$ cat src/verilog/agc_cfg_pkg.sv
// Shared constants, field layout and settings record for the gain and carrier-sense configuration.
package agc_cfg_pkg;

    // Register addresses on the serial control port.
    localparam logic [5:0] GAIN_LIMIT_TARGET_ADDR = 6'h1B;
    localparam logic [5:0] PRIORITY_SENSE_ADDR = 6'h1C;

    // Values after reset.
    localparam logic [7:0] GAIN_LIMIT_TARGET_RESET = 8'h03;
    localparam logic [6:0] PRIORITY_SENSE_RESET = 7'h40;

    // Field positions in the gain-limit and target register.
    localparam int DGAIN_LIMIT_LSB = 6;
    localparam int FE_CAP_LSB = 3;
    localparam int TARGET_LSB = 0;

    // Field positions in the priority and carrier-sense register.
    localparam int ORDER_BIT = 6;
    localparam int REL_THR_LSB = 4;
    localparam int ABS_THR_LSB = 0;

    // Index of the highest digital gain step that the loop may pick; a plain default.
    localparam logic [2:0] DIGITAL_GAIN_TOP_STEP = 3'h7;

    // Absolute threshold code that switches absolute sensing off.
    localparam logic [3:0] ABS_THR_OFF_CODE = 4'h8;

    // Decoded settings handed to the receive path.
    typedef struct packed {
        logic [2:0] dgain_step_max;
        logic [7:0] fe_cap_tenth_db;
        logic [6:0] target_db;
        logic reduce_first_amp_first;
        logic rel_enable;
        logic [3:0] rel_db;
        logic abs_enable;
        logic [6:0] abs_db;
    } settings_type;

    // Amplitude target in dB for a target code.
    function automatic logic [6:0] target_db_of(input logic [2:0] code);
        logic [6:0] db;
        db = 7'h18;
        unique case (code)
            3'h0: db = 7'h18;
            3'h1: db = 7'h1B;
            3'h2: db = 7'h1E;
            3'h3: db = 7'h21;
            3'h4: db = 7'h24;
            3'h5: db = 7'h26;
            3'h6: db = 7'h28;
            3'h7: db = 7'h2A;
        endcase
        return db;
    endfunction : target_db_of

    // Front-end gain reduction below maximum, in tenths of a dB.
    function automatic logic [7:0] fe_cap_of(input logic [2:0] code);
        logic [7:0] tenth;
        tenth = 8'h00;
        unique case (code)
            3'h0: tenth = 8'h00;
            3'h1: tenth = 8'h1A;
            3'h2: tenth = 8'h3D;
            3'h3: tenth = 8'h4A;
            3'h4: tenth = 8'h5C;
            3'h5: tenth = 8'h73;
            3'h6: tenth = 8'h92;
            3'h7: tenth = 8'hAB;
        endcase
        return tenth;
    endfunction : fe_cap_of

    // Relative rise threshold in dB.
    function automatic logic [3:0] rel_db_of(input logic [1:0] code);
        logic [3:0] db;
        db = 4'h0;
        unique case (code)
            2'h0: db = 4'h0;
            2'h1: db = 4'h6;
            2'h2: db = 4'hA;
            2'h3: db = 4'hE;
        endcase
        return db;
    endfunction : rel_db_of

    // Absolute threshold in dB: target plus a signed offset.
    function automatic logic [6:0] abs_db_of(input logic [2:0] target, input logic [3:0] offset);
        return 7'(target_db_of(target) + {{3{offset[3]}}, offset});
    endfunction : abs_db_of

endpackage : agc_cfg_pkg

$ cat src/verilog/carrier_sense_detect.sv
// Carrier-sense decision from the uncompensated amplitude and the signal-strength rise.
`timescale 1ns/1ps
module carrier_sense_detect (
    input wire logic clk,
    input wire logic resetn,
    input wire agc_cfg_pkg::settings_type settings,
    input wire logic [6:0] filter_amp_db,
    input wire logic [6:0] gain_reduction_db,
    input wire logic [6:0] strength_rise_db,
    output logic carrier_sense
);
    import agc_cfg_pkg::*;

    logic [7:0] raw_amp_db;
    logic abs_hit;
    logic rel_hit;

    // The loop's own gain cut is added back so the threshold sees the raw input level.
    assign raw_amp_db = {1'h0, filter_amp_db} + {1'h0, gain_reduction_db};
    assign abs_hit = settings.abs_enable && (raw_amp_db >= {1'b0, settings.abs_db});
    assign rel_hit = settings.rel_enable && (strength_rise_db >= {3'h0, settings.rel_db});

    always_ff @(posedge clk or negedge resetn) begin
        if (!resetn) begin
            carrier_sense <= 1'h0;
        end else begin
            carrier_sense <= abs_hit || rel_hit;
        end
    end

    a_rel_off_quiet: assert property (@(posedge clk) disable iff (!resetn)
        (!settings.rel_enable && !settings.abs_enable) |=> !carrier_sense)
        else $error("Carrier sense raised with both thresholds off.");

    a_abs_uses_raw: assert property (@(posedge clk) disable iff (!resetn)
        (settings.abs_enable && ({1'h0, filter_amp_db} + {1'h0, gain_reduction_db} >= {1'h0, settings.abs_db}))
        |=> carrier_sense)
        else $error("Raw amplitude above absolute threshold did not raise carrier sense.");

endmodule : carrier_sense_detect

$ cat src/verilog/agc_gain_limit_carrier_sense_cfg.sv
// Gain-limit, amplitude-target and carrier-sense configuration registers with decoded settings.
`timescale 1ns/1ps
module agc_gain_limit_carrier_sense_cfg (
    input wire logic clk,
    input wire logic resetn,
    input wire logic [5:0] cfg_addr,
    input wire logic [7:0] cfg_wdata,
    input wire logic cfg_write,
    input wire logic cfg_read,
    output logic [7:0] cfg_rdata,
    input wire logic [6:0] filter_amp_db,
    input wire logic [6:0] gain_reduction_db,
    input wire logic [6:0] strength_rise_db,
    output agc_cfg_pkg::settings_type settings,
    output logic carrier_sense
);
    import agc_cfg_pkg::*;

    logic [7:0] limit_target_reg;
    logic [6:0] priority_sense_reg;
    logic [1:0] dgain_limit;
    logic [2:0] fe_cap_code;
    logic [2:0] target_code;
    logic [1:0] rel_code;
    logic [3:0] abs_code;
    settings_type settings_next;

    assign dgain_limit = limit_target_reg[DGAIN_LIMIT_LSB +: 2];
    assign fe_cap_code = limit_target_reg[FE_CAP_LSB +: 3];
    assign target_code = limit_target_reg[TARGET_LSB +: 3];
    assign rel_code = priority_sense_reg[REL_THR_LSB +: 2];
    assign abs_code = priority_sense_reg[ABS_THR_LSB +: 4];

    // Register writes; the unused top bit of the sense register has no storage at all.
    always_ff @(posedge clk or negedge resetn) begin
        if (!resetn) begin
            limit_target_reg <= GAIN_LIMIT_TARGET_RESET;
            priority_sense_reg <= PRIORITY_SENSE_RESET;
        end else if (cfg_write) begin
            if (cfg_addr == GAIN_LIMIT_TARGET_ADDR) begin
                limit_target_reg <= cfg_wdata;
            end
            if (cfg_addr == PRIORITY_SENSE_ADDR) begin
                priority_sense_reg <= cfg_wdata[6:0];
            end
        end
    end

    // Read data is held until the next read; unmapped addresses return zero.
    always_ff @(posedge clk or negedge resetn) begin
        if (!resetn) begin
            cfg_rdata <= 8'h00;
        end else if (cfg_read) begin
            if (cfg_addr == GAIN_LIMIT_TARGET_ADDR) begin
                cfg_rdata <= limit_target_reg;
            end else if (cfg_addr == PRIORITY_SENSE_ADDR) begin
                cfg_rdata <= {1'h0, priority_sense_reg};
            end else begin
                cfg_rdata <= 8'h00;
            end
        end
    end

    always_comb begin
        settings_next = '0;
        settings_next.dgain_step_max = DIGITAL_GAIN_TOP_STEP - {1'h0, dgain_limit};
        settings_next.fe_cap_tenth_db = fe_cap_of(fe_cap_code);
        settings_next.target_db = target_db_of(target_code);
        settings_next.reduce_first_amp_first = priority_sense_reg[ORDER_BIT];
        settings_next.rel_enable = (rel_code != 2'h0);
        settings_next.rel_db = rel_db_of(rel_code);
        settings_next.abs_enable = (abs_code != ABS_THR_OFF_CODE);
        settings_next.abs_db = abs_db_of(target_code, abs_code);
    end

    // Settings are registered so the receive path sees glitch-free values one cycle after a write lands.
    always_ff @(posedge clk or negedge resetn) begin
        if (!resetn) begin
            settings <= '0;
        end else begin
            settings <= settings_next;
        end
    end

    carrier_sense_detect sense_unit (
        .clk(clk),
        .resetn(resetn),
        .settings(settings),
        .filter_amp_db(filter_amp_db),
        .gain_reduction_db(gain_reduction_db),
        .strength_rise_db(strength_rise_db),
        .carrier_sense(carrier_sense)
    );

    a_step_limit: assert property (@(posedge clk) disable iff (!resetn)
        1'h1 |=> (settings.dgain_step_max == DIGITAL_GAIN_TOP_STEP - {1'h0, $past(dgain_limit)}))
        else $error("Digital step ceiling does not follow the limit field.");

    a_all_steps_free: assert property (@(posedge clk) disable iff (!resetn)
        (dgain_limit == 2'h0) |=> (settings.dgain_step_max == DIGITAL_GAIN_TOP_STEP))
        else $error("Zero limit did not free every digital step.");

    a_fe_cap_table: assert property (@(posedge clk) disable iff (!resetn)
        (fe_cap_code == 3'h7) |=> (settings.fe_cap_tenth_db == 8'hAB))
        else $error("Largest front-end cap code gives wrong reduction.");

    a_fe_full_gain: assert property (@(posedge clk) disable iff (!resetn)
        (fe_cap_code == 3'h0) |=> (settings.fe_cap_tenth_db == 8'h00))
        else $error("Cap code zero does not allow full front-end gain.");

    a_target_table: assert property (@(posedge clk) disable iff (!resetn)
        (target_code == 3'h5) |=> (settings.target_db == 7'h26))
        else $error("Target code five is not 38 dB.");

    a_target_write: assert property (@(posedge clk) disable iff (!resetn)
        (cfg_write && cfg_addr == GAIN_LIMIT_TARGET_ADDR) |=> ##1
        (settings.target_db == target_db_of($past(cfg_wdata[2:0], 2))))
        else $error("Written target did not reach the settings two cycles later.");

    a_order_bit: assert property (@(posedge clk) disable iff (!resetn)
        (cfg_write && cfg_addr == PRIORITY_SENSE_ADDR) |=> ##1
        (settings.reduce_first_amp_first == $past(cfg_wdata[6], 2)))
        else $error("Amplifier order bit not taken from the write.");

    a_rel_table: assert property (@(posedge clk) disable iff (!resetn)
        (rel_code == 2'h2) |=> (settings.rel_enable && settings.rel_db == 4'hA))
        else $error("Relative code two is not a 10 dB rise.");

    a_abs_disable: assert property (@(posedge clk) disable iff (!resetn)
        (abs_code == ABS_THR_OFF_CODE) |=> !settings.abs_enable)
        else $error("Absolute code -8 left absolute sensing on.");

    a_abs_offset: assert property (@(posedge clk) disable iff (!resetn)
        (abs_code == 4'hF) |=> (settings.abs_db == 7'(target_db_of($past(target_code)) - 7'h01)))
        else $error("Absolute code -1 is not 1 dB below target.");

    a_top_bit_zero: assert property (@(posedge clk) disable iff (!resetn)
        (cfg_read && cfg_addr == PRIORITY_SENSE_ADDR) |=> (cfg_rdata[7] == 1'h0))
        else $error("Unused top bit read back as one.");

    a_step_limit_top: assert property (@(posedge clk) disable iff (!resetn)
        (dgain_limit == 2'h3) |=> (settings.dgain_step_max == DIGITAL_GAIN_TOP_STEP - 3'h3))
        else $error("Limit three did not bar the three highest digital steps.");

    a_fe_cap_low: assert property (@(posedge clk) disable iff (!resetn)
        (fe_cap_code == 3'h1) |=> (settings.fe_cap_tenth_db == 8'h1A))
        else $error("Cap code one is not 2.6 dB below maximum.");

    a_fe_cap_mid: assert property (@(posedge clk) disable iff (!resetn)
        (fe_cap_code == 3'h4) |=> (settings.fe_cap_tenth_db == 8'h5C))
        else $error("Cap code four is not 9.2 dB below maximum.");

    a_fe_cap_six: assert property (@(posedge clk) disable iff (!resetn)
        (fe_cap_code == 3'h6) |=> (settings.fe_cap_tenth_db == 8'h92))
        else $error("Cap code six is not 14.6 dB below maximum.");

    a_target_low: assert property (@(posedge clk) disable iff (!resetn)
        (target_code == 3'h0) |=> (settings.target_db == 7'h18))
        else $error("Target code zero is not 24 dB.");

    a_target_top: assert property (@(posedge clk) disable iff (!resetn)
        (target_code == 3'h7) |=> (settings.target_db == 7'h2A))
        else $error("Target code seven is not 42 dB.");

    a_rel_off: assert property (@(posedge clk) disable iff (!resetn)
        (rel_code == 2'h0) |=> !settings.rel_enable)
        else $error("Relative code zero left relative sensing on.");

    a_rel_low: assert property (@(posedge clk) disable iff (!resetn)
        (rel_code == 2'h1) |=> (settings.rel_enable && settings.rel_db == 4'h6))
        else $error("Relative code one is not a 6 dB rise.");

    a_rel_top: assert property (@(posedge clk) disable iff (!resetn)
        (rel_code == 2'h3) |=> (settings.rel_enable && settings.rel_db == 4'hE))
        else $error("Relative code three is not a 14 dB rise.");

    a_abs_at_target: assert property (@(posedge clk) disable iff (!resetn)
        (abs_code == 4'h0) |=> (settings.abs_enable && settings.abs_db == target_db_of($past(target_code))))
        else $error("Absolute code zero is not at the target.");

    a_abs_top: assert property (@(posedge clk) disable iff (!resetn)
        (abs_code == 4'h7) |=> (settings.abs_db == 7'(target_db_of($past(target_code)) + 7'h07)))
        else $error("Absolute code 7 is not 7 dB above target.");

    a_abs_bottom: assert property (@(posedge clk) disable iff (!resetn)
        (abs_code == 4'h9) |=> (settings.abs_enable && settings.abs_db == 7'(target_db_of($past(target_code)) - 7'h07)))
        else $error("Absolute code -7 is not 7 dB below target.");

    a_limit_readback: assert property (@(posedge clk) disable iff (!resetn)
        (cfg_read && cfg_addr == GAIN_LIMIT_TARGET_ADDR) |=> (cfg_rdata == $past(limit_target_reg)))
        else $error("Gain-limit register did not read back as held.");

    a_sense_readback: assert property (@(posedge clk) disable iff (!resetn)
        (cfg_read && cfg_addr == PRIORITY_SENSE_ADDR) |=> (cfg_rdata[6:0] == $past(priority_sense_reg)))
        else $error("Sense register did not read back as held.");

    a_stray_write: assert property (@(posedge clk) disable iff (!resetn)
        (cfg_write && cfg_addr != GAIN_LIMIT_TARGET_ADDR && cfg_addr != PRIORITY_SENSE_ADDR)
        |=> ($stable(limit_target_reg) && $stable(priority_sense_reg)))
        else $error("A write to an unmapped address changed a register.");

    a_stray_read_zero: assert property (@(posedge clk) disable iff (!resetn)
        (cfg_read && cfg_addr != GAIN_LIMIT_TARGET_ADDR && cfg_addr != PRIORITY_SENSE_ADDR)
        |=> (cfg_rdata == 8'h00))
        else $error("A read of an unmapped address did not return zero.");

    a_settings_hold: assert property (@(posedge clk) disable iff (!resetn)
        (!cfg_write) |=> ##1 $stable(settings))
        else $error("Settings moved without a register write.");

endmodule : agc_gain_limit_carrier_sense_cfg

$ cat config.mk
export PLATFORM = sky130hd
export DESIGN_NAME = agc_gain_limit_carrier_sense_cfg
export DESIGN_NICKNAME = d
export VERILOG_FILES = /design/src/verilog/agc_cfg_pkg.sv /design/src/verilog/carrier_sense_detect.sv /design/src/verilog/agc_gain_limit_carrier_sense_cfg.sv
export SDC_FILE = /design/constraint.sdc
export NUM_CORES = 1
export LEC_CHECK = 0
export BUFFER_PORTS_ARGS = -buffer_cell sky130_fd_sc_hd__buf_2
export CORE_MARGIN = 10
export CORE_UTILIZATION = 51
export DETAILED_ROUTE_END_ITERATION = 8
export GPL_ROUTABILITY_DRIVEN = 0
export HOLD_SLACK_MARGIN = 0.08
export PLACE_DENSITY = 0.84
export SYNTH_ARGS = -nofsm -noshare
export SYNTH_HDL_FRONTEND = slang
export SYNTH_SLANG_ARGS = --single-unit
export TNS_END_PERCENT = 50
$ cat constraint.sdc
create_clock -name clk -period 2.8 [get_ports clk]
set_input_delay 0 -clock clk [delete_from_list [all_inputs] [get_ports clk]]
set_output_delay 0 -clock clk [all_outputs]
set_load 0.05 [all_outputs]
# Yosys cells after proc, flatten, opt, wreduce, memory -nomap -nowiden
# Memories as Yosys holds them, arrays and structs flattened. A register that Yosys moved wholly into a read port is not among the register bits.
# Index checks and enable logic that the tools add are counted.
# classes
muxes	3
n_eq_ne	6
reduce_logical	9
n_addsub	3
n_lt_le_gt_ge	2
# op_table
op	count
one-hot mux 4 bit (4 select lines)	1
equality test 6 x 5 -> 1 bit, second input constant	2
adder 7 x 7 -> 8 bit	1
greater-or-equal comparator 8 x 7 -> 1 bit	1
two-way mux 8 bit	1
adder 7 bit	1
greater-or-equal comparator 7 x 4 -> 1 bit	1
two-way mux 7 bit	1
equality test 2 bit, second input constant	2
inequality test 4 bit, second input constant	1
AND reduction 2 bit	2
subtractor 3 x 2 -> 3 bit, first input constant	1
equality test 2 x 1 -> 1 bit, second input constant	1
logical AND 1 bit	2
zero test 1 bit	2
zero test 2 bit	1
nonzero test 2 bit	1
logical OR 1 bit	1
# totals
memories	3
mem_bits_ro	160
register_bits	48
# mem_list
name	depth	width	rd	rd_clocked_by_memory_dff	wr	line_no	source
(no name shown)	8	8	1	1	0	agc_cfg_pkg.sv:61	unique case (code)
(no name shown)	8	6	1	1	0	agc_cfg_pkg.sv:44	unique case (code)
(no name shown)	8	6	1	0	0	agc_cfg_pkg.sv:44	

# Logic depth before layout (Yosys ltp)
# Gate-level depths: netlist of the first run.
# logic_depth
word_depth	4
ltp_mapped	11

# Cells and area by module
# From an unflattened synthesis of the first run, not the netlist that was laid out.
# hier_totals
hier_cells	240
area_unflattened_um2	2757.6
# modules_own_cells
mod	seq_area_each_um2	area_per_inst_um2	cells_per_inst	instances
agc_gain_limit_carrier_sense_cfg	1280.0	2194.6	168	1
carrier_sense_detect	25.0	563.0	72	1

# Worst setup path after synthesis of the first run
# No wires, ideal clock.
# synth_timing
path_type	in2reg
startpoint	input filter_amp_db[0]
endpoint	register sense_unit.carrier_sense
required_time_ps	2658
stages	11
arrival_ps	2154
slack_ps	504
cell_sequence	ha_1 -> fa_1 -> a21oi_1 -> o211ai_1 -> a21oi_1 -> xnor2_1 -> ha_1 -> and3_1 -> a221o_1 -> a31oi_1 -> o221ai_1
# synth_between
elab_chain_len	4
# synth_lines
element	line_no	source
start, declared	agc_gain_limit_carrier_sense_cfg.sv:11	input wire logic [6:0] filter_amp_db,
adder 7 x 7 -> 8 bit	carrier_sense_detect.sv:19	assign raw_amp_db = {1'h0, filter_amp_db} + {1'h0, gain_reduction_db};
greater-or-equal comparator 8 x 7 -> 1 bit	carrier_sense_detect.sv:20	assign abs_hit = settings.abs_enable && (raw_amp_db >= {1'b0, settings.abs_db});
logical AND 1 bit	carrier_sense_detect.sv:20	
logical OR 1 bit	carrier_sense_detect.sv:27	carrier_sense <= abs_hit || rel_hit;
end signal, assigned	carrier_sense_detect.sv:27	
end, declared	carrier_sense_detect.sv:10	output logic carrier_sense
# Every way passes these cells.
# A chain may end at the register's enable or synchronous reset.

==> results of run 1 <==
-- routing by layer --
metal | vias up | global-route usage | part of all wire
li1 | 973 | - | -
met1 | 927 | 0.1607 | 0.42
met2 | 68 | 0.2406 | 0.49
met3 | 9 | 0.04439 | 0.079
met4 | 0 | 0.04884 | 0.016
met5 | - | 0 | 0
-- power by group --
group	leakage [µW]	switching, µW	internal (µW)
Combinational	0.00106	679	285
Sequential	0.000655	90.7	904
Clock	0.0000395	232	178
Total	0.00176	1000	1370
-- through the flow --
stage	worst slack [ns]	power [µW]	cells	hold WS, ns
2_1_floorplan	0.5043	1705	236	-0.2956
3_3_place_gp	0.3062	1936	376	0.1001
3_5_place_dp	0.2139	1968	376	0.1110
4_1_cts	0.3876	2384	395	0.1027
5_1_grt	0.1209	2511	395	0.1261
6_report	0.3802	2369	395	0.09975
-- final cells by class --
class | count | area share
multi-input combinational | 151 | 0.3716
clock buffer | 8 | 0.02407
tap | 70 | 0.02633
sequential | 53 | 0.3998
timing repair buffer | 89 | 0.1512
inverter | 24 | 0.02708
-- cells in the final DEF (no fill, tap or decap), types with 6 or more instances in the layout --
master         count
a21oi_1           18
a22oi_1            7
buf_2             77
dfrtp_1           50
dlygate4sd3_1     11
ha_1              31
inv_1             24
mux2_2            15
nand2_1           15
nor2_1            14
o21ai_0            6
-- kinds of logic after synthesis --
logic type | synth area share
simple gates | 0.09801
fa+ha+maj | 0.1588
other cells | 0.002788
mux | 0.07013
flops | 0.4937
compound gates | 0.09847
buf+inv | 0.04877
xor+xnor | 0.02926
-- worst register-to-register path: stages (launching register included) --
cell       delay, ns
dfstp_2         0.57
inv_1           0.07
ha_1            0.28
mux2i_1         0.29
ha_1            0.30
a21oi_1         0.14
o21ai_0         0.13
a2111oi_0       0.44
a21oi_1         0.07
-- how the worst max path moves through the flow --
stage / endpoint / slack (ns) / from
global route: settings[5] / 0.12 / limit_target_reg[0]
global placement: sense_unit.carrier_sense / 0.31 / filter_amp_db[0]
finish: settings[5] / 0.38 / limit_target_reg[0]
floorplan: sense_unit.carrier_sense / 0.50 / filter_amp_db[0]
CTS: settings[5] / 0.39 / limit_target_reg[0]
detailed placement: sense_unit.carrier_sense / 0.21 / filter_amp_db[0]
-- repair_timing --
action | in CTS | in global routing
hold endpoints to repair | 52 | 0
hold buffers | 11 | 0
resized for setup | 0 | 0
setup endpoints to repair | 0 | 0
==> impl_metrics.tcl, run 1 <==
set metrics [dict create \
    status "completed" \
    wl_um 5949 \
    numCtsBuffers 5 \
    async_flop_share 1.000 \
    synth_most_common_cell "dfrtp_1" \
    syn_area_um2 2694 \
    clk_path_buf_depth 2 \
    slowest_stage "dfstp_2" \
    antenna_found_initial 0 \
    critPathRequiredTime_ns 2.99 \
    fin_area_um2 3327 \
    cts_setup_buffers 0 \
    tightestPinTransition_ns 0.7446 \
    hold_depth 5 \
    final_core_util 0.6514 \
    grt_pass1_wl_um 9936 \
    cp_max_fo 4 \
    critPathCaptureType "flop" \
    arrival_ns 2.61 \
    drt_iter0_markers 81 \
    synth_flop_cell "dfrtp_1" \
    num_io_pins 80 \
    powerDensity_nw_per_um2 712.0 \
    r2r-start "limit_target_reg[0]" \
    dieWidth_um 92.68 \
    cp-start-kind "flop" \
    die_h_um 92.68 \
    finalClockSkew_ns 0.009371 \
    critPathKind "reg2reg" \
    hold_class "in2reg" \
    yosys_warnings 0 \
    cts-root-buf "clkbuf_8" \
    core-area_um2 5107 \
    finalNetCount 396 \
    dr.pass1.iters 4 \
    cap_violations 0 \
    area_growth_pct 23.50 \
    yosysTopAreaCell "dfrtp_1" \
    ff_latch_area_um2 1330 \
    min_to "sense_unit.carrier_sense" \
    r2r_cells 8 \
    slew_headroom 0.5036 \
    dieArea_um2 8589 \
    hpwl_um 4553 \
    grtUsageTotal 0.1400 \
    grt_max_degree 36 \
    clock.fmax_ghz 0.4133 \
    timing.rr.end "settings[5]" \
    numPortBuffers 77 \
    clock_latency_ns 0.31 \
    multiInputGateArea_um2 1236 \
    ys_seq_area_frac 0.4937 \
    ys_top_cells_by_area "dfrtp_1, ha_1, mux2_2" \
    detail-route-antenna-nets 0 \
    synth_top_area_share 0.4645 \
    period_minus_slack_ns 2.420 \
    slew_viol_final 0 \
    cts_tree "yes" \
    setup_tns_ns 0 \
    rsz0062_at_grt "false" \
    place_area_um2 3137 \
    initial_core_util 0.5274 \
    hold_violations 0 \
    grt_pass1_vias 2122 \
    layout-drive-gt1-share 0.3415 \
    grt_overflow 0 \
    ys_ff_latch 53 \
    largest_register_ffs 29 \
    r2r_slack_ns 0.38 \
    cp.buffers_inverters 1 \
    p_leak_uw 0.001758 \
    row_count 26 \
    ir_worst_vdd_v 0.0004731 \
    htree_levels 2 \
    syn_avg_cell_area_um2 11.46 \
    period_share 0.8642 \
    critical_path.max_stage_delay_ns 0.57 \
    netlist_instances 235 \
    path_depth 8 \
    setup_viol 0 \
    clk_pin_slew_ns 0.09 \
    synthDistinctLibCells 40 \
    fillers 409 \
    path_cells "inv_1, ha_1, mux2i_1, ha_1, a21oi_1, o21ai_0, a2111oi_0, a21oi_1" \
    synth.top_cells.by_count "dfrtp_1, ha_1, inv_1, a21oi_1" \
    vias 1977 \
    avgRoutedWirePerCell_um 15.06 \
    drc 0 \
    clkSinkCount 53 \
    n_antenna_cell 0 \
    critPathTopFamily "compound AO/OA/AOI/OAI gates" \
    viasPerCell 5.005 \
    synth-edff-count 0 \
    min_from "strength_rise_db[6]" \
]
Power figures use the tool's default switching activity.
==> run 2: changes to the inputs <==
- CORE_MARGIN: 10 -> default
==> run 2 against run 1 <==
Net effect: combinational power decreased by 1%; register-to-register slack about the same; sequential share of layout area is essentially flat; global-route usage up 5.2 points; sequential power barely moved; first-iteration DRC count down 36%; routed wire length shrank 14%; sequential cell count is the same; cell count down 0.25%; total power down 0.63%; fmax is 0.42% higher; critical path type unchanged; largest power group unchanged; highest routed layer unchanged.
==> impl_metrics.tcl, run 2 (synthesis gave the netlist of run 1 again) <==
set metrics [dict create \
    num_io_pins 80 \
    vias 1974 \
    p_switching_uw 987.8 \
    avgRoutedWirePerCell_um 12.93 \
    tightestPinTransition_ns 1.115 \
    met1_usage 0.2146 \
    antenna_found_initial 0 \
    grt_use_met3 0.03079 \
    p_comb_frac 0.405 \
    slew_headroom 0.2565 \
    n_antenna_cell 0 \
    arrival_ns 2.58 \
    hold_violations 0 \
    pwr-share-clk 0.173 \
    clk_path_buf_depth 2 \
    post-route-worst-setup-slack_ns 0.3903 \
    finalClockSkew_ns 0.006143 \
    clkSinkCount 53 \
    grt.busiest_layer "met2" \
    p_int_uw 1366 \
    ir_worst_vdd_v 0.0004221 \
    sw_frac_of_total 0.4196 \
    cap_violations 0 \
    critical_path.max_stage_delay_ns 0.57 \
    grt_max_degree 54 \
    r2r_slack_ns 0.39 \
    row_count 26 \
    crit_start "limit_target_reg[0]" \
    critPathCaptureType "flop" \
    critPathRequiredTime_ns 2.97 \
    numPortBuffers 77 \
    r2r_cells 8 \
    drt_iter0_markers 52 \
    cts_setup_buffers 0 \
    r2r-start "limit_target_reg[0]" \
    path_depth 8 \
    status "completed" \
    numCtsBuffers 5 \
    cp.buffers_inverters 1 \
    initial_core_util 0.5274 \
    cp-start-kind "flop" \
    dieWidth_um 74.68 \
    detail-route-antenna-nets 0 \
    wl_um 5095 \
    rsz0062_at_grt "false" \
    min_from "strength_rise_db[6]" \
    powerDensity_nw_per_um2 708.3 \
    p_seq_frac 0.422 \
    layout-drive-gt1-share 0.3426 \
    cp_max_fo 4 \
    cts_tree "yes" \
    setup_viol 0 \
    final_cell_mix "buf_2, dfrtp_1, ha_1, inv_1, a21oi_1" \
    critPathTopFamily "compound AO/OA/AOI/OAI gates" \
    grtUsageTotal 0.1917 \
    hpwl_um 3823 \
    period_minus_slack_ns 2.410 \
    fillers 408 \
    grt_util_met2 0.3624 \
    slowest_stage "dfstp_2" \
    viasPerCell 5.010 \
    grt_pass1_vias 1847 \
    die_h_um 74.68 \
    dr.pass1.iters 4 \
    p_leak_uw 0.001752 \
    area_growth_pct 23.36 \
    period_share 0.8606 \
    grt_overflow 0 \
    dieArea_um2 5576 \
    path_cells "inv_1, ha_1, mux2i_1, ha_1, a21oi_1, o21ai_0, a2111oi_0, a21oi_1" \
    endpoint "settings[5]" \
    clock_latency_ns 0.30 \
    finalNetCount 395 \
    hold_class "in2reg" \
    clock.fmax_ghz 0.4150 \
    final_common_cell "buf_2" \
    largest_register_ffs 29 \
    clk_pin_slew_ns 0.09 \
    place_ws_ns 0.1960 \
    grt_pass1_wl_um 7969 \
    critPathKind "reg2reg" \
    htree_levels 2 \
    cts-root-buf "clkbuf_8" \
    drc 0 \
    slew_viol_final 0 \
    core-area_um2 5107 \
    setup_tns_ns 0 \
    timing.rr.end "settings[5]" \
]
## run 2: power groups by stage
stage	clock, µW	sequential, µW	combinational (µW)
after floorplan	0	1380	329
after global placement	0	1000	920
after detailed placement	0	1010	949
after CTS	420	994	963
after global routing	449	1010	1040
final	406	994	954
## run 2: worst min-delay path by stage
stage                                    end  depth (start not counted)
floorplan                       cfg_rdata[0]                          0
global placement         limit_target_reg[7]                          2
detailed placement       limit_target_reg[7]                          2
CTS                 sense_unit.carrier_sense                          5
global route           priority_sense_reg[1]                          3
finish              sense_unit.carrier_sense                          5
## run 2: area by class of cell
class / count / area [µm²] / share of cell area
repair buffers: 88 / 495.5 / 0.1491
multi-input cells: 151 / 1236 / 0.3720
clock buffers: 7 / 76.32 / 0.02297
flip-flops and latches: 53 / 1330 / 0.4002
inverters: 24 / 90.09 / 0.02711
well taps: 70 / 87.58 / 0.02636
clock inverters: 1 / 7.507 / 0.002259
## run 2: worst min-delay path, stage by stage
cell and delay, ns:
buf_2 0.08, nor4_1 0.04, nand2_1 0.05, a31oi_1 0.04
o221ai_1 0.16
## run 2: layer usage
| metal | vias up | wire, µm |
|---|---|---|
| met4 | 0 | 72 |
| met1 | 933 | 2076 |
| met5 | - | 0 |
| met3 | 9 | 304 |
| li1 | 967 | - |
| met2 | 65 | 2642 |
## run 2: stage by stage
stage / cell area, µm² / cells / utilization / hold slack (ns) / power (µW)
final: 3323 / 394 / 0.6507 / 0.09943 / 2354
after global routing: 3323 / 394 / 0.6507 / 0.1238 / 2495
after CTS: 3323 / 394 / 0.6507 / 0.1040 / 2378
after detailed placement: 3129 / 375 / 0.6127 / 0.2443 / 1957
after global placement: 3129 / 375 / 0.6127 / 0.2375 / 1923
after floorplan: 2698 / 236 / - / -0.2956 / 1705
## run 2: what timing repair did
| action | 4_1_cts | 5_1_grt |
|---|---|---|
| hold buffers | 11 | 0 |
| gates resized for setup | 0 | 0 |
| endpoints found under the hold margin | 67 | 0 |
==> run 3: changes to the inputs <==
- CORE_UTILIZATION: 51 -> 35
- PLACE_DENSITY: 0.84 -> 0.63
==> run 3 against run 2 <==
Net effect: sequential cell count unchanged; critical path depth unchanged; routed wire length up 2.3%; critical path type unchanged; clock power increased by 4%; setup slack got worse by 0.0095 ns; utilization shrank 19 points; hold slack gained 0.016 ns.
==> impl_metrics.tcl, run 3 (synthesis gave the netlist of run 1 again) <==
set metrics [dict create \
    status "completed" \
    pwr-share-clk 0.179 \
    slowest_stage "dfstp_2" \
    core-area_um2 7331 \
    grt_max_degree 37 \
    drc 0 \
    critPathKind "reg2reg" \
    grt_pass1_wl_um 8818 \
    viasPerCell 4.514 \
    period_minus_slack_ns 2.419 \
    area_growth_pct 25.22 \
    fillers 699 \
    n_antenna_cell 0 \
    final_cell_mix "buf_2, dfrtp_1, ha_1, inv_1, a21oi_1" \
    cap_violations 0 \
    tightestPinTransition_ns 0.7923 \
    avgRoutedWirePerCell_um 12.29 \
    path_cells "inv_1, ha_1, mux2i_1, ha_1, a21oi_1, o21ai_0, a2111oi_0, a21oi_1" \
    p_int_uw 1390 \
    path_depth 8 \
    clkSinkCount 53 \
    wl_um 5210 \
    powerDensity_nw_per_um2 701.2 \
    arrival_ns 2.58 \
    cts-root-buf "clkbuf_8" \
    critPathTopFamily "compound AO/OA/AOI/OAI gates" \
    crit_start "limit_target_reg[0]" \
    clk_path_buf_depth 2 \
    numPortBuffers 77 \
    sw_frac_of_total 0.4124 \
    layout-drive-gt1-share 0.3446 \
    p_switching_uw 975.6 \
    numCtsBuffers 5 \
    period_share 0.8640 \
    p_leak_uw 0.001764 \
    setup_viol 0 \
    dieWidth_um 89.73 \
    p_seq_frac 0.422 \
    grt_overflow 0 \
    hpwl_um 4062 \
    num_io_pins 80 \
    endpoint "settings[5]" \
    critPathCaptureType "flop" \
    largest_register_ffs 29 \
    row_count 31 \
    vias 1914 \
    dr.pass1.iters 4 \
    htree_levels 2 \
    cp-start-kind "flop" \
    initial_core_util 0.3675 \
    detail-route-antenna-nets 0 \
    hold_violations 0 \
    timing.rr.end "settings[5]" \
    rsz0062_at_grt "false" \
    r2r-start "limit_target_reg[0]" \
    post_cts_resized 0 \
    antenna_found_initial 0 \
    final_common_cell "buf_2" \
    hold_class "in2reg" \
    critical_path.max_stage_delay_ns 0.57 \
    grtUsageTotal 0.1354 \
    finalClockSkew_ns 0.01131 \
    drt_iter0_markers 46 \
    ir_worst_vdd_v 0.0005034 \
    multiInputGateArea_um2 1236 \
    cp.buffers_inverters 1 \
    die_h_um 89.73 \
    setup_tns_ns 0 \
    final_core_util 0.4601 \
    critPathRequiredTime_ns 2.96 \
    r2r_cells 8 \
    cts_tree "yes" \
    slew_viol_final 0 \
    clock_latency_ns 0.30 \
    r2r_slack_ns 0.38 \
    cp_max_fo 4 \
    ff_latch_area_um2 1330 \
    grt_pass1_vias 1930 \
    finalNetCount 396 \
    p_comb_frac 0.399 \
    dieArea_um2 8051 \
    clock.fmax_ghz 0.4134 \
    slew_headroom 0.4718 \
    clk_pin_slew_ns 0.08 \
]
run 3: cell types whose count changed in the layout (fill, tap and decap cells not counted), sizes merged:
cell | previous run | this run
buf | 77 | 78
clkbuf | 7 | 8
clkinvlp | 1 | 0
run 3: final cells by class:
cell class	count	share of cell area
Inverter	24	0.02671
Sequential cell	53	0.3943
Timing Repair Buffer	89	0.1491
Clock buffer	8	0.02671
Multi-Input combinational cell	151	0.3665
Tap cell	99	0.03672
run 3: power by group through the flow:
stage / logic, µW / registers (µW) / clock network [µW]
after detailed placement: 940 / 1010 / 0
after CTS: 955 / 1000 / 442
after global placement: 925 / 1010 / 0
after floorplan: 329 / 1380 / 0
final: 944 / 999 / 422
after global routing: 1020 / 1020 / 477
run 3: tightest hold or removal path, stage by stage:
cell	delay (ns)
buf_2	0.08
nor4_1	0.04
nand2_1	0.05
a31oi_1	0.04
o221ai_1	0.15
run 3: worst min path at each step:
stage / start / to / slack [ns] / cells after the start
global route: cfg_write / priority_sense_reg[5] / 0.13 / 3
detailed placement: resetn / cfg_rdata[6] / 0.13 / 1
finish: strength_rise_db[6] / sense_unit.carrier_sense / 0.12 / 5
CTS: strength_rise_db[6] / sense_unit.carrier_sense / 0.11 / 5
floorplan: resetn / cfg_rdata[0] / -0.30 / 0
global placement: resetn / cfg_rdata[6] / 0.12 / 1
run 3: repair_timing:
| action | in CTS | in global routing |
|---|---|---|
| hold endpoints to repair | 52 | 0 |
| hold buffers | 11 | 0 |
| setup buffers | 0 | 0 |
run 3: through the flow:
step	power (µW)	setup slack, ns	std cells	hold WS [ns]	cell area, µm²
2_1_floorplan	1705	0.5043	236	-0.2956	2698
3_3_place_gp	1938	0.2812	405	0.1220	3173
3_5_place_dp	1954	0.2251	405	0.1324	3173
4_1_cts	2397	0.3655	424	0.1147	3373
5_1_grt	2520	0.1892	424	0.1295	3373
6_report	2365	0.3808	424	0.1152	3373
run 3: metal layers:
layer	part of all wire	up-vias	wire length, µm	GRT usage
met1	0.45	874	2330	0.1700
met3	0.060	2	311	0.03384
li1	-	978	-	-
met4	0.0046	0	24	0.04508
met5	0	-	0	0
met2	0.49	60	2543	0.2276
